File: config.mk
export PLATFORM = sky130hd
export DESIGN_NAME = led_sink_serial_control
export DESIGN_NICKNAME = d
export VERILOG_FILES = /design/src/hdl/led_sink_pkg.sv /design/src/hdl/status_fifo.sv /design/src/hdl/led_sink_serial_control.sv
export SDC_FILE = /design/constraint.sdc
export NUM_CORES = 1
export LEC_CHECK = 0
export ABC_AREA = 0
export BUFFER_PORTS_ARGS = -buffer_cell sky130_fd_sc_hd__buf_2
export CELL_PAD_IN_SITES_DETAIL_PLACEMENT = 1
export CELL_PAD_IN_SITES_GLOBAL_PLACEMENT = 1
export CORE_MARGIN = 2
export CORE_UTILIZATION = 35
export DETAILED_ROUTE_END_ITERATION = 10
export PLACE_DENSITY_LB_ADDON = 0.1
export SLEW_MARGIN = 20
export SYNTH_ARGS = -nofsm -noshare
export SYNTH_HDL_FRONTEND = slang
export SYNTH_SLANG_ARGS = --single-unit
File: constraint.sdc
create_clock -name sys_clk -period 3.88 [get_ports sys_clk]
set_input_delay 0 -clock sys_clk [delete_from_list [all_inputs] [get_ports sys_clk]]
set_output_delay 0 -clock sys_clk [all_outputs]
set_load 0.02 [all_outputs]
File: src/hdl/led_sink_pkg.sv
package led_sink_pkg;

  // ==========================================================
  // geometry
  localparam int CHANNELS = 16;
  localparam int FIFO_DEPTH = 16;
  localparam int SYNC_STAGES = 2;

  // ==========================================================
  // blank-low run lengths, counted in shift-clock edges
  localparam logic [1:0] MODE_PULSE_EDGES = 2'h1; // one-clock low pulse switches mode
  localparam logic [1:0] READ_LOW_EDGES = 2'h2;   // longer low window reads error status

  // ==========================================================
  // reset values
  localparam logic [15:0] SHIFT_RESET = 16'h0000;
  localparam logic [15:0] LATCH_RESET = 16'h0000;
  localparam logic [15:0] CONFIG_RESET = 16'h0000;
  localparam logic [15:0] ERROR_RESET = 16'h0000;
  localparam logic [3:0] PIN_IDLE = 4'h8; // blank rests high on its pull-up, the rest low

  // ==========================================================
  // operating modes
  typedef enum logic
  {
    MODE_NORMAL = 1'b0,
    MODE_SPECIAL = 1'b1
  } mode_e;

endpackage

File: src/hdl/status_fifo.sv
`timescale 1ns/1ps
module status_fifo
#(
  parameter int WIDTH = 16,
  parameter int DEPTH = 16
)
(
  input wire logic sys_clk, // system clock
  input wire logic reset, // synchronous, active high
  input wire logic in_valid, // source offers a word
  output logic in_ready, // room for a word
  input wire logic [WIDTH-1:0] in_data, // word from source
  output logic out_valid, // a word is waiting
  input wire logic out_ready, // sink takes the word
  output logic [WIDTH-1:0] out_data // oldest word
);

  localparam int AW = $clog2(DEPTH);

  // ==========================================================
  // elaboration checks
  if (DEPTH < 2 || (DEPTH & (DEPTH - 1)) != 0)
  begin : g_bad_depth
    $error("status_fifo depth must be a power of two, at least two");
  end

  logic [WIDTH-1:0] mem [DEPTH];
  logic [AW-1:0] wr_ptr;
  logic [AW-1:0] rd_ptr;
  logic [AW:0] count;
  logic push;
  logic pop;
  logic [AW:0] next_count;

  // ==========================================================
  // handshakes
  assign push = in_valid & in_ready;
  assign pop = out_valid & out_ready;
  assign out_valid = (count != '0);
  assign out_data = mem[rd_ptr];

  always_comb
  begin
    next_count = count;
    if (push && !pop)
    begin
      next_count = count + (AW+1)'(1);
    end
    else if (pop && !push)
    begin
      next_count = count - (AW+1)'(1);
    end
  end

  // storage; no reset needed for the data array
  always_ff @(posedge sys_clk)
  begin
    if (push)
    begin
      mem[wr_ptr] <= in_data;
    end
  end

  // pointers and occupancy; ready is registered so the source sees a clean flop
  always_ff @(posedge sys_clk)
  begin
    if (reset)
    begin
      wr_ptr <= '0;
      rd_ptr <= '0;
      count <= '0;
      in_ready <= 1'b0;
    end
    else
    begin
      if (push)
      begin
        wr_ptr <= wr_ptr + AW'(1);
      end
      if (pop)
      begin
        rd_ptr <= rd_ptr + AW'(1);
      end
      count <= next_count;
      in_ready <= (next_count != (AW+1)'(DEPTH));
    end
  end

endmodule

File: src/hdl/led_sink_serial_control.sv
// What this block does
// - shift serial input, output bit fifteen edges back
// - normal mode: latch follows while strobe high
// - blank high turns all sinks off
// - defined control sequence enters special mode
// - special mode strobe pulse writes configuration latch
// - read sequence delivers error status serially
// - error status loaded into shift register, shifted
// - one sticky error bit per channel
// - return to normal clears error register
// - blank low enables sinks in every mode
`timescale 1ns/1ps
module led_sink_serial_control
#(
  parameter int CHANNELS = led_sink_pkg::CHANNELS,
  parameter int FIFO_DEPTH = led_sink_pkg::FIFO_DEPTH
)
(
  input wire logic sys_clk, // 200 MHz system clock
  input wire logic reset, // synchronous, active high
  input wire logic shift_clk, // shift clock pin, sampled
  input wire logic serial_in, // serial data pin
  input wire logic latch_strobe_ctl_one, // latch strobe pin
  input wire logic output_blank_ctl_two, // blank pin, high turns sinks off
  input wire logic fault_valid, // channel monitor offers a fault word
  input wire logic [CHANNELS-1:0] fault_word, // one bit per faulty channel
  output logic fault_ready, // fault buffer has room
  output logic serial_out, // serial data to next device
  output logic [CHANNELS-1:0] sink_channels, // sink enables, high sinks current
  output logic [CHANNELS-1:0] current_adjust_code, // configuration latch
  output logic special_mode // high while in special mode
);

  // ==========================================================
  // elaboration checks
  if (CHANNELS != 16)
  begin : g_bad_channels
    $error("the serial chain is sixteen stages long");
  end

  // ==========================================================
  // pin synchronisers reset to idle pin levels, so no false blank-low follows reset
  logic [3:0] pin_raw;
  logic [3:0] pin_meta;
  logic [3:0] pin_sync;
  assign pin_raw = {output_blank_ctl_two, latch_strobe_ctl_one, serial_in, shift_clk};

  for (genvar i = 0; i < 4; i++)
  begin : g_sync
    always_ff @(posedge sys_clk)
    begin
      if (reset)
      begin
        pin_meta[i] <= led_sink_pkg::PIN_IDLE[i];
        pin_sync[i] <= led_sink_pkg::PIN_IDLE[i];
      end
      else
      begin
        pin_meta[i] <= pin_raw[i];
        pin_sync[i] <= pin_meta[i];
      end
    end
  end

  logic shift_clk_s;
  logic serial_in_s;
  logic strobe_s;
  logic blank_s;
  assign shift_clk_s = pin_sync[0];
  assign serial_in_s = pin_sync[1];
  assign strobe_s = pin_sync[2];
  assign blank_s = pin_sync[3];

  // edge detectors look at synchronised levels only
  logic shift_clk_d;
  logic strobe_d;
  logic shift_edge;
  logic strobe_rise;
  always_ff @(posedge sys_clk)
  begin
    if (reset)
    begin
      shift_clk_d <= 1'b0;
      strobe_d <= 1'b0;
    end
    else
    begin
      shift_clk_d <= shift_clk_s;
      strobe_d <= strobe_s;
    end
  end
  assign shift_edge = shift_clk_s & ~shift_clk_d;
  assign strobe_rise = strobe_s & ~strobe_d;

  // ==========================================================
  // blank-low run tracking on shift-clock edges
  logic [1:0] low_edges;
  logic strobe_at_low;
  logic mode_switch;
  logic read_load;
  led_sink_pkg::mode_e mode;

  assign mode_switch = shift_edge & blank_s & (low_edges == led_sink_pkg::MODE_PULSE_EDGES);
  assign read_load = shift_edge & blank_s & (low_edges >= led_sink_pkg::READ_LOW_EDGES)
                     & (mode == led_sink_pkg::MODE_SPECIAL);

  // counts saturate so a long blank never wraps into a mode pulse
  always_ff @(posedge sys_clk)
  begin
    if (reset)
    begin
      low_edges <= 2'h0;
      strobe_at_low <= 1'b0;
    end
    else if (shift_edge)
    begin
      if (blank_s)
      begin
        low_edges <= 2'h0;
      end
      else
      begin
        if (low_edges != 2'h3)
        begin
          low_edges <= low_edges + 2'h1;
        end
        if (low_edges == 2'h0)
        begin
          strobe_at_low <= strobe_s;
        end
      end
    end
  end

  // mode register; strobe level caught during the pulse chooses the target
  always_ff @(posedge sys_clk)
  begin
    if (reset)
    begin
      mode <= led_sink_pkg::MODE_NORMAL;
    end
    else if (mode_switch)
    begin
      mode <= strobe_at_low ? led_sink_pkg::MODE_SPECIAL : led_sink_pkg::MODE_NORMAL;
    end
  end

  // ==========================================================
  // shift register: shifts each edge, or takes the error snapshot
  logic [CHANNELS-1:0] shift_reg;
  logic [CHANNELS-1:0] error_reg;
  always_ff @(posedge sys_clk)
  begin
    if (reset)
    begin
      shift_reg <= led_sink_pkg::SHIFT_RESET;
    end
    else if (read_load)
    begin
      shift_reg <= error_reg;
    end
    else if (shift_edge)
    begin
      shift_reg <= {shift_reg[CHANNELS-2:0], serial_in_s};
    end
  end
  assign serial_out = shift_reg[CHANNELS-1];

  // ==========================================================
  // output and configuration latches
  logic [CHANNELS-1:0] out_latch;
  always_ff @(posedge sys_clk)
  begin
    if (reset)
    begin
      out_latch <= led_sink_pkg::LATCH_RESET;
    end
    else if (strobe_s && mode == led_sink_pkg::MODE_NORMAL)
    begin
      out_latch <= shift_reg;
    end
  end

  // in special mode the strobe goes to the configuration latch instead
  always_ff @(posedge sys_clk)
  begin
    if (reset)
    begin
      current_adjust_code <= led_sink_pkg::CONFIG_RESET;
    end
    else if (strobe_rise && mode == led_sink_pkg::MODE_SPECIAL)
    begin
      current_adjust_code <= shift_reg;
    end
  end

  // blank acts the same in both modes
  always_ff @(posedge sys_clk)
  begin
    if (reset)
    begin
      sink_channels <= '0;
      special_mode <= 1'b0;
    end
    else
    begin
      sink_channels <= blank_s ? '0 : out_latch;
      special_mode <= (mode == led_sink_pkg::MODE_SPECIAL);
    end
  end

  // ==========================================================
  // fault buffering; detection only counts while sinks are enabled
  logic fault_out_valid;
  logic fault_drain;
  logic fault_pop;
  logic error_clear;
  logic [CHANNELS-1:0] fault_head;

  assign fault_drain = ~blank_s;
  assign fault_pop = fault_out_valid & fault_drain;
  assign error_clear = mode_switch & ~strobe_at_low;

  status_fifo #(
    .WIDTH(CHANNELS),
    .DEPTH(FIFO_DEPTH)
  ) u_fault_fifo (
    .sys_clk(sys_clk),
    .reset(reset),
    .in_valid(fault_valid),
    .in_ready(fault_ready),
    .in_data(fault_word),
    .out_valid(fault_out_valid),
    .out_ready(fault_drain),
    .out_data(fault_head)
  );

  // sticky error bits; a fault arriving on the clearing edge survives it
  always_ff @(posedge sys_clk)
  begin
    if (reset)
    begin
      error_reg <= led_sink_pkg::ERROR_RESET;
    end
    else if (error_clear)
    begin
      error_reg <= fault_pop ? fault_head : '0;
    end
    else if (fault_pop)
    begin
      error_reg <= error_reg | fault_head;
    end
  end
endmodule

* After elaboration in Yosys (flattened, before gate mapping)
Memory sizes are Yosys's and may differ from the RTL's. A register that Yosys moved wholly into a read port is not among the register bits. Index checks and enable logic that the tools add are counted. W data, S select, Z words.
Storage, ports and cells: memories 1, word-level logic and storage cells 76, output and inout bits 35, bits of input ports 23, RAM bits 256, bits in registers 109
Memories:
- u_fault_fifo.mem | depth 16, width 16, rd ports 1, clocked after memory_dff 1, write ports 1, RTL line status_fifo.sv:27 | logic [WIDTH-1:0] mem [DEPTH];
Operators by class: equality and inequality tests 3, magnitude comparators 1, bitwise gates (word level) 15, reductions and logical operators 14, multiplexer cells 14, $add $sub $neg 5
Operator list (count):
- $mux W16 | 5
- $or A16 B16 Y16 | 1
- $mux W5 | 2
- $and A1 B1 Y1 | 9
- $add A4 B1 Y4 const B | 2
- $mux W4 | 2
- $reduce_bool A2 Y1 | 3
- $add A5 B1 Y5 const B | 1
- $ne A5 B5 Y1 const B | 1
- $not A1 Y1 | 5
- $reduce_bool A5 Y1 | 1
- $sub A5 B1 Y5 const B | 1
- $logic_and A1 B1 Y1 | 4
- $mux W2 | 2
- $mux W1 | 3
- $reduce_and A3 Y1 | 1
- $add A2 B1 Y2 const B | 1
- $eq A2 B1 Y1 const B | 1
- $ge A2 B2 Y1 const B | 1
- $logic_not A1 Y1 | 2
- $logic_not A2 Y1 | 1
- $ne A2 B2 Y1 const B | 1
- $reduce_and A2 Y1 | 1
- $reduce_or A2 Y1 | 1

* Logic depth before layout (Yosys ltp)
Gate-level depths: netlist (run 1).
depth in word-level cells 6, gate-level depth with buffers 7, mapped depth without buffers 7

* By module
From an unflattened synthesis (run 1), not the netlist that was laid out.
Second synthesis, totals: cell total of the unflattened synthesis 823, area total of the unflattened synthesis 13962.1 sq um
Modules (own cells, without submodules):
- status_fifo | seq. area each 8047.7 sq um, cells each 467, instances 1, area each 10540.1 sq um
- led_sink_serial_control | seq. area each 1901.8 sq um, cells each 356, instances 1, area each 3422.0 sq um

* Least setup slack after synthesis (run 1)
Ideal clock, no wire load.
path kind register -> register, start register u_fault_fifo.in_ready, end memory u_fault_fifo.mem[3][0] (enable), data arrival time 2.332 ns, clock period less this slack 2.741 ns, setup time 0.409 ns, required time 3.471 ns, path slack 1.139 ns, buffers on the path 1, cell stages (with the launch flop) 5, cells stage by stage dfxtp_1 -> and2_0 -> clkbuf_1 -> nand2_1 -> nor3_1
Between the ends: longest elaborated chain between the ends 3
RTL lines:
- start, declared | RTL line status_fifo.sv:11 | output logic in_ready,
- start signal, assigned | RTL line status_fifo.sv:85 | in_ready <= (next_count != (AW+1)'(DEPTH));
- $and A1 B1 Y1 | RTL line status_fifo.sv:37 | assign push = in_valid & in_ready;
- $mux W1 | RTL line status_fifo.sv:58 | if (push)
- $mux W1 (not written as such) | RTL line status_fifo.sv:60 | mem[wr_ptr] <= in_data;
- end, declared | RTL line status_fifo.sv:27
No other way between the ends.

==> results of run 1 <==
[power by group through the flow]
stage | logic, W | clock network [W] | registers (W)
4_1_cts | 0.000263 | 0.00430 | 0.00428
6_report | 0.000257 | 0.00419 | 0.00428
2_1_floorplan | 0.000167 | 0 | 0.00435
3_3_place_gp | 0.000233 | 0 | 0.00436
5_1_grt | 0.000287 | 0.00445 | 0.00429
3_5_place_dp | 0.000246 | 0 | 0.00437
[Yosys cell counts (5+ instances only)]
| cell type | n | share of area |
|---|---|---|
| edfxtp_1 | 256 | 0.55 |
| dfxtp_1 | 113 | 0.16 |
| nand2_1 | 77 | 0.021 |
| nor2_1 | 50 | 0.013 |
| mux4_2 | 41 | 0.066 |
| mux4_1 | 39 | 0.073 |
| a21oi_1 | 36 | 0.013 |
| clkbuf_1 | 30 | 0.0081 |
| mux2i_1 | 20 | 0.014 |
| and2_1 | 17 | 0.0076 |
| a211oi_1 | 16 | 0.0086 |
| a22o_1 | 16 | 0.010 |
| ha_1 | 11 | 0.0099 |
| nor2b_1 | 11 | 0.0049 |
| buf_1 | 8 | 0.0022 |
| inv_1 | 8 | 0.0022 |
| nor3_1 | 7 | 0.0025 |
| buf_6 | 6 | 0.0048 |
| xnor2_1 | 6 | 0.0038 |
| o21ai_0 | 5 | 0.0018 |
[cells by family (layout without fill, tap and decap cells)]
group,after synthesis,in the layout,share of synthesized area
other cells,0,1,0
mux,100,100,0.1539
simple gates,182,182,0.05852
flops,369,369,0.7127
fa+ha+maj,11,11,0.009858
buf+inv,57,183,0.01972
xor+xnor,10,10,0.006273
compound gates,83,83,0.03908
[critical path: cells and delay by family, from the launching register on]
| kind | cells | cell delay (ps) |
|---|---|---|
| multiplexers | 2 | 1120 |
| AO/OA/AOI/OAI | 1 | 180 |
| flip-flops | 1 | 670 |
| buffers and inverters | 1 | 360 |
[stage by stage]
stage / hold WS [ps] / instance area (um2) / worst slack [ps] / cells / total power (W)
2_1_floorplan: 98.87 / 13960 / 1139 / 812 / 0.004515
3_3_place_gp: 190.1 / 14870 / 1440 / 1367 / 0.004598
3_5_place_dp: 188.1 / 14870 / 1393 / 1367 / 0.004614
4_1_cts: 156.3 / 16560 / 1386 / 1463 / 0.008852
5_1_grt: 194.1 / 16570 / 1278 / 1464 / 0.009024
6_report: 161.4 / 16570 / 1409 / 1464 / 0.008727
[layer usage]
| metal | vias up | global-route usage | routed length (um) |
|---|---|---|---|
| met5 | - | 0 | 0 |
| met4 | 0 | 0.04666 | 716 |
| met3 | 53 | 0.03228 | 1322 |
| met2 | 132 | 0.2770 | 16150 |
| met1 | 3776 | 0.2076 | 14000 |
| li1 | 3341 | - | - |
[what timing repair did]
action | in CTS | in global routing
hold buffers | 21 | 0
setup endpoints to repair | 0 | 0
hold endpoints to repair | 261 | 0
[area by class of cell]
class / count / area [um2]
tap: 525 / 656.9
sequential: 369 / 9958
clock buffer: 55 / 1201
clock inverter: 20 / 279.0
multi-input combinational: 386 / 3769
inverter: 8 / 30.03
antenna: 1 / 2.502
timing repair buffer: 100 / 673.1
fill: 3862 / 22980
[worst paths after layout]
| kind | endpoint | slack (ps) | cells after the start |
|---|---|---|---|
| max | error_reg[12]$_SDFFE_PP0P_ | 1410 | 4 |
| min | strobe_d$_SDFF_PP0_ | 160 | 3 |
| max reg2reg | error_reg[12]$_SDFFE_PP0P_ | 1410 | 4 |
| min reg2reg | blank_s$_SDFF_PP1_ | 410 | 1 |
==> metrics, run 1 <==
Biggest register u_fault_fifo.mem; Setup crit end kind flip-flop; Layout Skew 15.26 ps; DR vias 7,302; leakage 5.505 nW; post-CTS setup buffer count 0; WL/cell 21.98 um; Remaining DRCs 0; CP cell instances buf_12 -> mux4_1 -> mux4_2 -> a22o_1; Die X 203.7 um; layout cells sized above 1 0.2154; largest net degree at the start of global routing 81; first-pass GRT wire length 49,420 um; CP Class reg2reg; Tcrit/Tclk final 0.6370; PwrDens 526.7 nW/um2; Routed Antenna Nets 0; Gate power share 0.029; NetSw 0.001731 W; die footprint 41,500 um2; max-slew violations 0; outcome completed; Post-Syn Nets 846; Synth cell types 41; CTS clk-pin slew, worst paths 60 ps; IO Pins 58; routability congestion estimate 0.7062; Final HPWL DP 18,050 um; port bufs 57; Switching Fraction 0.1984; leading cell types in the layout, fill and taps excluded 256 x edfxtp_1, 110 x dfxtp_1, 77 x nand2_1; worst hold start reset; DRT iter0 DRCs 328; Largest register FFs 256; Max Freq 404.6 MHz; max-cap violations 0; post-layout util 0.4190; CP max-delay cell dfxtp_4; EDFF count, synth 256; GRT Util Overall 0.1615; RSZ-0062 raised after global routing no; Synth-to-Final Area Change 18.69%; CTS resizes 0; vias in the first global route 7,821; area of the core 39,550 um2; Setup Viol. Count Final 0; CP required 4330 ps; Reg power frac 0.491; Hold Fails Final Rpt 0; minimum clock period 2471 ps; sequential share of the synthesized area 0.7127; nets 940; gr ovfl total 0; drt total wl 32,180 um; Yosys reg bits 369; Worst-Margin Slew 952.4 ps; initial antenna violation count 1; slowest stage delay, CP 670 ps; Std-Cell Rows 73; Int Pwr 0.006996 W; most used flip-flop cell after synthesis edfxtp_1; Root Driver clkbuf_16; clock power share 0.480; clk_lat worst skew 560 ps; worst vdd ir 0.0003103 V; Syn Inst Count 812; Ys Warns 0; H-tree levels 2; CTS tree built; asr flop ratio synth 0; Rel. slew slack 0.3651; Initial Util 0.3530; worst min-delay path class in2reg; CP startpoint kind flip-flop; Avg Inst Size Synth 17.19 um2; total CTS buffers 41; Max FO, Critical Path 39; vias per inst 4.988; first-pass iteration count of the detailed router 7; setup TNS 0 ps; clk buf depth 3; CP arrival 2920 ps; Mapped Area 13,960 um2; Die H 203.7 um; leading cell type in the layout, fill and taps excluded edfxtp_1; clk sinks 369
No activity file was read; power rests on OpenSTA's default activity.
==> run 2: changes to the inputs <==
- clock period: 3.88 -> 2.3 ns (I/O delays scaled with it)
==> run 2 against run 1 <==
Die area unchanged. Critical endpoint is now error_reg[2]$_SDFFE_PP0P_. Sequential cell count unchanged. Register-to-register slack got worse by 1200 ps. Combinational power increased by 85%. Critical path depth is the same. Maximum frequency increased by 20%. Worst setup slack worse by 1200 ps. Utilization rose by 0.25 points. Cell area is 0.60% higher. Global-route usage grew 0.19 points. Hold slack better by 38 ps.
==> metrics, run 2 (synthesis gave the netlist of run 1 again) <==
CP required 2740 ps; DR vias 7,417; outcome completed; Routed Antenna Nets 0; first-pass iteration count of the detailed router 4; Tcrit/Tclk final 0.8960; drt total wl 32,920 um; Layout Skew 14.84 ps; first-pass GRT wire length 49,740 um; total CTS buffers 41; port bufs 57; nets 964; Setup crit end kind flip-flop; clk buf depth 3; Root Driver clkbuf_16; Initial Util 0.3530; worst hold start output_blank_ctl_two; post-CTS setup buffer count 0; minimum clock period 2061 ps; Rel. slew slack 0.4647; leading cell type in the layout, fill and taps excluded edfxtp_1; H-tree levels 2; routability congestion estimate 0.7025; CP Class reg2reg; Max Freq 485.2 MHz; leading cell types in the layout, fill and taps excluded 256 x edfxtp_1, 111 x dfxtp_1, 77 x nand2_1; Final HPWL DP 19,970 um; fin worst setup slack 239.1 ps; Biggest register u_fault_fifo.mem; die footprint 41,500 um2; GRT Util Overall 0.1634; Worst-Margin Slew 800.0 ps; CTS tree built; total power 0.01421 W; WL/cell 22.12 um; vias in the first global route 7,970; max-slew violations 0; gr ovfl total 0; CP startpoint kind flip-flop; worst min-delay path class in2reg; Die H 203.7 um; IO Pins 58; clk sinks 369; Max FO, Critical Path 17; Setup Viol. Count Final 0; clk_lat worst skew 550 ps; DP Worst Slack 191.0 ps; initial antenna violation count 1; Reg2Reg Setup Slack 240 ps; layout cells sized above 1 0.2225; leakage 5.586 nW; FF+latch area 9955 um2; area of the multi-input gates 3765 um2; Largest register FFs 256; Std-Cell Rows 73; Remaining DRCs 0; max-cap violations 0; vias per inst 4.985; DRT iter0 DRCs 375; Placed Cells 1,387; CP arrival 2500 ps; RSZ-0062 raised after global routing no; Layout Cells excl Fill 1,488; PwrDens 852.2 nW/um2; CTS clk-pin slew, worst paths 60 ps; hold slack 199.1 ps; worst vdd ir 0.0006640 V; Layout fillers 3,860; Synth-to-Final Area Change 19.40%; Die X 203.7 um; Hold Fails Final Rpt 0; setup TNS 0 ps; area of the core 39,550 um2; largest net degree at the start of global routing 58
==> run 2: changes by cell type in the layout (fill, tap and decap cells not counted), sizes merged <==
cell and delta:
buf +20, bufinv -5, clkbuf +9, clkinv -3, dlygate4sd3 +4, inv -1
==> run 2: worst max-delay path, cell delays in order, from the launching register on <==
cell,delay [ps]
dfxtp_4,380
buf_4,320
mux4_1,600
mux4_2,460
a22o_1,180
==> run 2: area by class of cell <==
type                       count  share of cell area
clock inverter                11            0.006605
sequential                   369              0.5972
clock buffer                  64             0.07498
inverter                       8            0.001801
tap                          525             0.03941
timing repair buffer         124             0.05404
antenna                        1           0.0001501
multi-input combinational    386              0.2259
==> run 2: where the power goes <==
group	internal, W	switching, W	total, W
Sequential	0.00716	0.0000541	0.00721
Clock	0.00396	0.00256	0.00652
Combinational	0.000214	0.000262	0.000476
Total	0.0113	0.00287	0.0142
==> run 2: stage by stage <==
stage / util / area, um2
after floorplan: - / 13980
after detailed placement: 0.3806 / 15050
final: 0.4215 / 16670
after global routing: 0.4215 / 16670
after CTS: 0.4213 / 16660
after global placement: 0.3806 / 15050
==> run 2: path summary, 6_finish.rpt <==
kind / cells after the start / endpoint
worst max register to register: 4 / error_reg[2]$_SDFFE_PP0P_
worst max-delay path: 4 / error_reg[2]$_SDFFE_PP0P_
worst min register to register: 1 / blank_s$_SDFF_PP1_
worst min-delay path: 3 / pin_meta[3]$_SDFF_PP1_
==> run 2: repair_timing <==
item,4_1_cts,5_1_grt
hold buffers,25,0
endpoints found under the setup margin,0,1
hold endpoints to repair,278,0
gates resized for setup,0,1
==> run 2: layer usage <==
| layer | GRT usage | vias up | routed length, um |
|---|---|---|---|
| li1 | - | 3386 | - |
| met3 | 0.03004 | 63 | 1392 |
| met4 | 0.06022 | 0 | 867 |
| met5 | 0 | - | 0 |
| met1 | 0.2088 | 3813 | 14360 |
| met2 | 0.2776 | 155 | 16290 |
==> run 3: changes to the inputs <==
- ABC_AREA: 0 -> 1
- CAP_MARGIN: default -> 20
- HOLD_SLACK_MARGIN: default -> 0.06
==> run 3 against run 2 <==
Clock-buffer cell count increased by 4. Clock power shrank 4.0%. Total power is 0.89% higher. Sequential power rose by 0.6%. Hold slack improved by 200 ps. Highest routed layer unchanged.
==> metrics, run 3 <==
max-cap violations 0; Layout Cells excl Fill 1,940; vias in the first global route 10,198; top layer in use met4; leading cell types in the layout, fill and taps excluded 256 x edfxtp_1, 237 x nor2_1, 164 x o21ai_0; nets 1,416; hold buffer count at cts 26; PwrDens 852.6 nW/um2; Die X 205.8 um; Synth-to-Final Area Change 17.89%; die footprint 42,370 um2; CP startpoint kind flip-flop; Yosys reg bits 369; Std-Cell Rows 73; drt total wl 39,900 um; sequential share of the synthesized area 0.6978; DRT iter0 DRCs 541; clk_lat worst skew 560 ps; area of the core 40,010 um2; Max Freq 531.8 MHz; largest net degree at the start of global routing 73; Yosys top cell by area edfxtp_1; Syn Inst Count 1,283; layout cells sized above 1 0.1350; Rel. slew slack 0.5093; CTS tree built; total CTS buffers 42; Final HPWL DP 24,080 um; Hold Fails Final Rpt 0; gr ovfl total 0; setup TNS 0 ps; asr flop ratio synth 0; FF+latch area 9955 um2; H-tree levels 2; port bufs 57; first-pass iteration count of the detailed router 5; vias per inst 5.027; worst vdd ir 0.0008524 V; met1 wire length 18,310 um; leading cell type in the layout, fill and taps excluded edfxtp_1; CP Class reg2reg; Yosys top cell area share 0.5392; routed wl met3 1319 um; Layout fillers 4,390; most used flip-flop cell after synthesis edfxtp_1; routability congestion estimate 0.7842; initial antenna violation count 0; CP required 2530 ps; Max FO, Critical Path 16; total power 0.01433 W; Biggest register u_fault_fifo.mem; first-pass GRT wire length 61,790 um; CP arrival 2110 ps; ANT cells 0; minimum clock period 1880 ps; worst min-delay path class in2reg; leakage 6.169 nW; Reg2Reg Setup Slack 420 ps; Tcrit/Tclk final 0.8175; Avg Inst Size Synth 11.11 um2; IO Pins 58; Placed Cells 1,837; Remaining DRCs 0; Worst-Margin Slew 734.3 ps; Layout Skew 18.30 ps; DR vias 9,752; post-CTS setup buffer count 0; WL/cell 20.57 um; outcome completed; area of the multi-input gates 3694 um2; EDFF count, synth 256; most instantiated library cell after synthesis edfxtp_1; Initial Util 0.3564; CTS resizes 0; top cells by area, synth edfxtp_1 54%, dfxtp_1 16%, nor2_1 6.7%, o21ai_0 5.8%, nand2_1 3.5%; Post-Syn Nets 1,317; Mapped Area 14,260 um2; met2 WL 18,850 um; Largest register FFs 256; Routed Antenna Nets 0; CTS clk-pin slew, worst paths 60 ps; clk sinks 369; Setup crit end kind flip-flop; Ys Warns 0; most common library cells after synthesis 256 x edfxtp_1, 253 x nor2_1, 164 x o21ai_0; hold slack 397.0 ps; Root Driver clkbuf_16; max-slew violations 0; clk buf depth 3; Synth cell types 32; GRT Util Overall 0.1942; RSZ-0062 raised after global routing no; Die H 205.8 um; Setup Viol. Count Final 0
==> run 3: cell types whose count changed after synthesis, moves of 17 or more <==
cell,delta
o22ai_1,+24
o211ai_1,+42
buf_2,+22
mux4_2,-41
inv_1,+62
nand3_1,+43
and2_1,-17
o21ai_1,+31
nand2_1,+57
mux2i_1,-20
nor2_1,+203
o21ai_0,+159
mux4_1,-39
==> run 3: area by class of cell <==
class,count,share of cell area
Sequential cell,369,0.5922
Tap cell,525,0.03908
Clock buffer,68,0.07220
Inverter,77,0.01727
Clock inverter,9,0.002903
Timing Repair Buffer,127,0.05657
Multi-Input combinational cell,765,0.2197
==> run 3: power by group <==
part | switching, W | leakage [nW] | internal, W
Sequential | 0.0000609 | 3.23 | 0.00719
Clock | 0.00266 | 0.616 | 0.00361
Combinational | 0.000562 | 2.33 | 0.000259
==> run 3: logic make-up after synthesis <==
family          synth area share
compound gates            0.1186
xor+xnor                0.001229
fa+ha+maj               0.009653
buf+inv                  0.04590
flops                     0.6978
simple gates              0.1267
==> run 3: worst paths after layout <==
kind | start | end | cells after the start
hold / removal | fault_word[2] | u_fault_fifo.mem[14][2]$_DFFE_PP_ | 2
setup reg to reg | u_fault_fifo.in_ready$_SDFF_PP0_ | u_fault_fifo.mem[2][10]$_DFFE_PP_ | 5
hold reg to reg | pin_meta[2]$_SDFF_PP0_ | strobe_s$_SDFF_PP0_ | 2
setup / recovery | u_fault_fifo.in_ready$_SDFF_PP0_ | u_fault_fifo.mem[2][10]$_DFFE_PP_ | 5
==> run 3: per-layer routing <==
layer,vias to the layer above,global-route usage
met5,-,0
met4,0,0.08061
li1,4670,-
met1,4842,0.2605
met2,162,0.3172
met3,78,0.02629
==> run 3: per-stage QoR <==
stage	cell area (um2)	util	setup slack, ps
2_1_floorplan	14260	-	242.7
3_3_place_gp	15290	0.3821	470.3
3_5_place_dp	15290	0.3821	414.7
4_1_cts	16810	0.4202	405.1
5_1_grt	16810	0.4202	258.6
6_report	16810	0.4202	419.7
==> run 3: worst max-delay path: stages, from the launching register on <==
cell and delay [ps]:
dfxtp_1 330, nand2_1 200, inv_1 270, nand2_1 270, nor2_2 140, buf_4 320
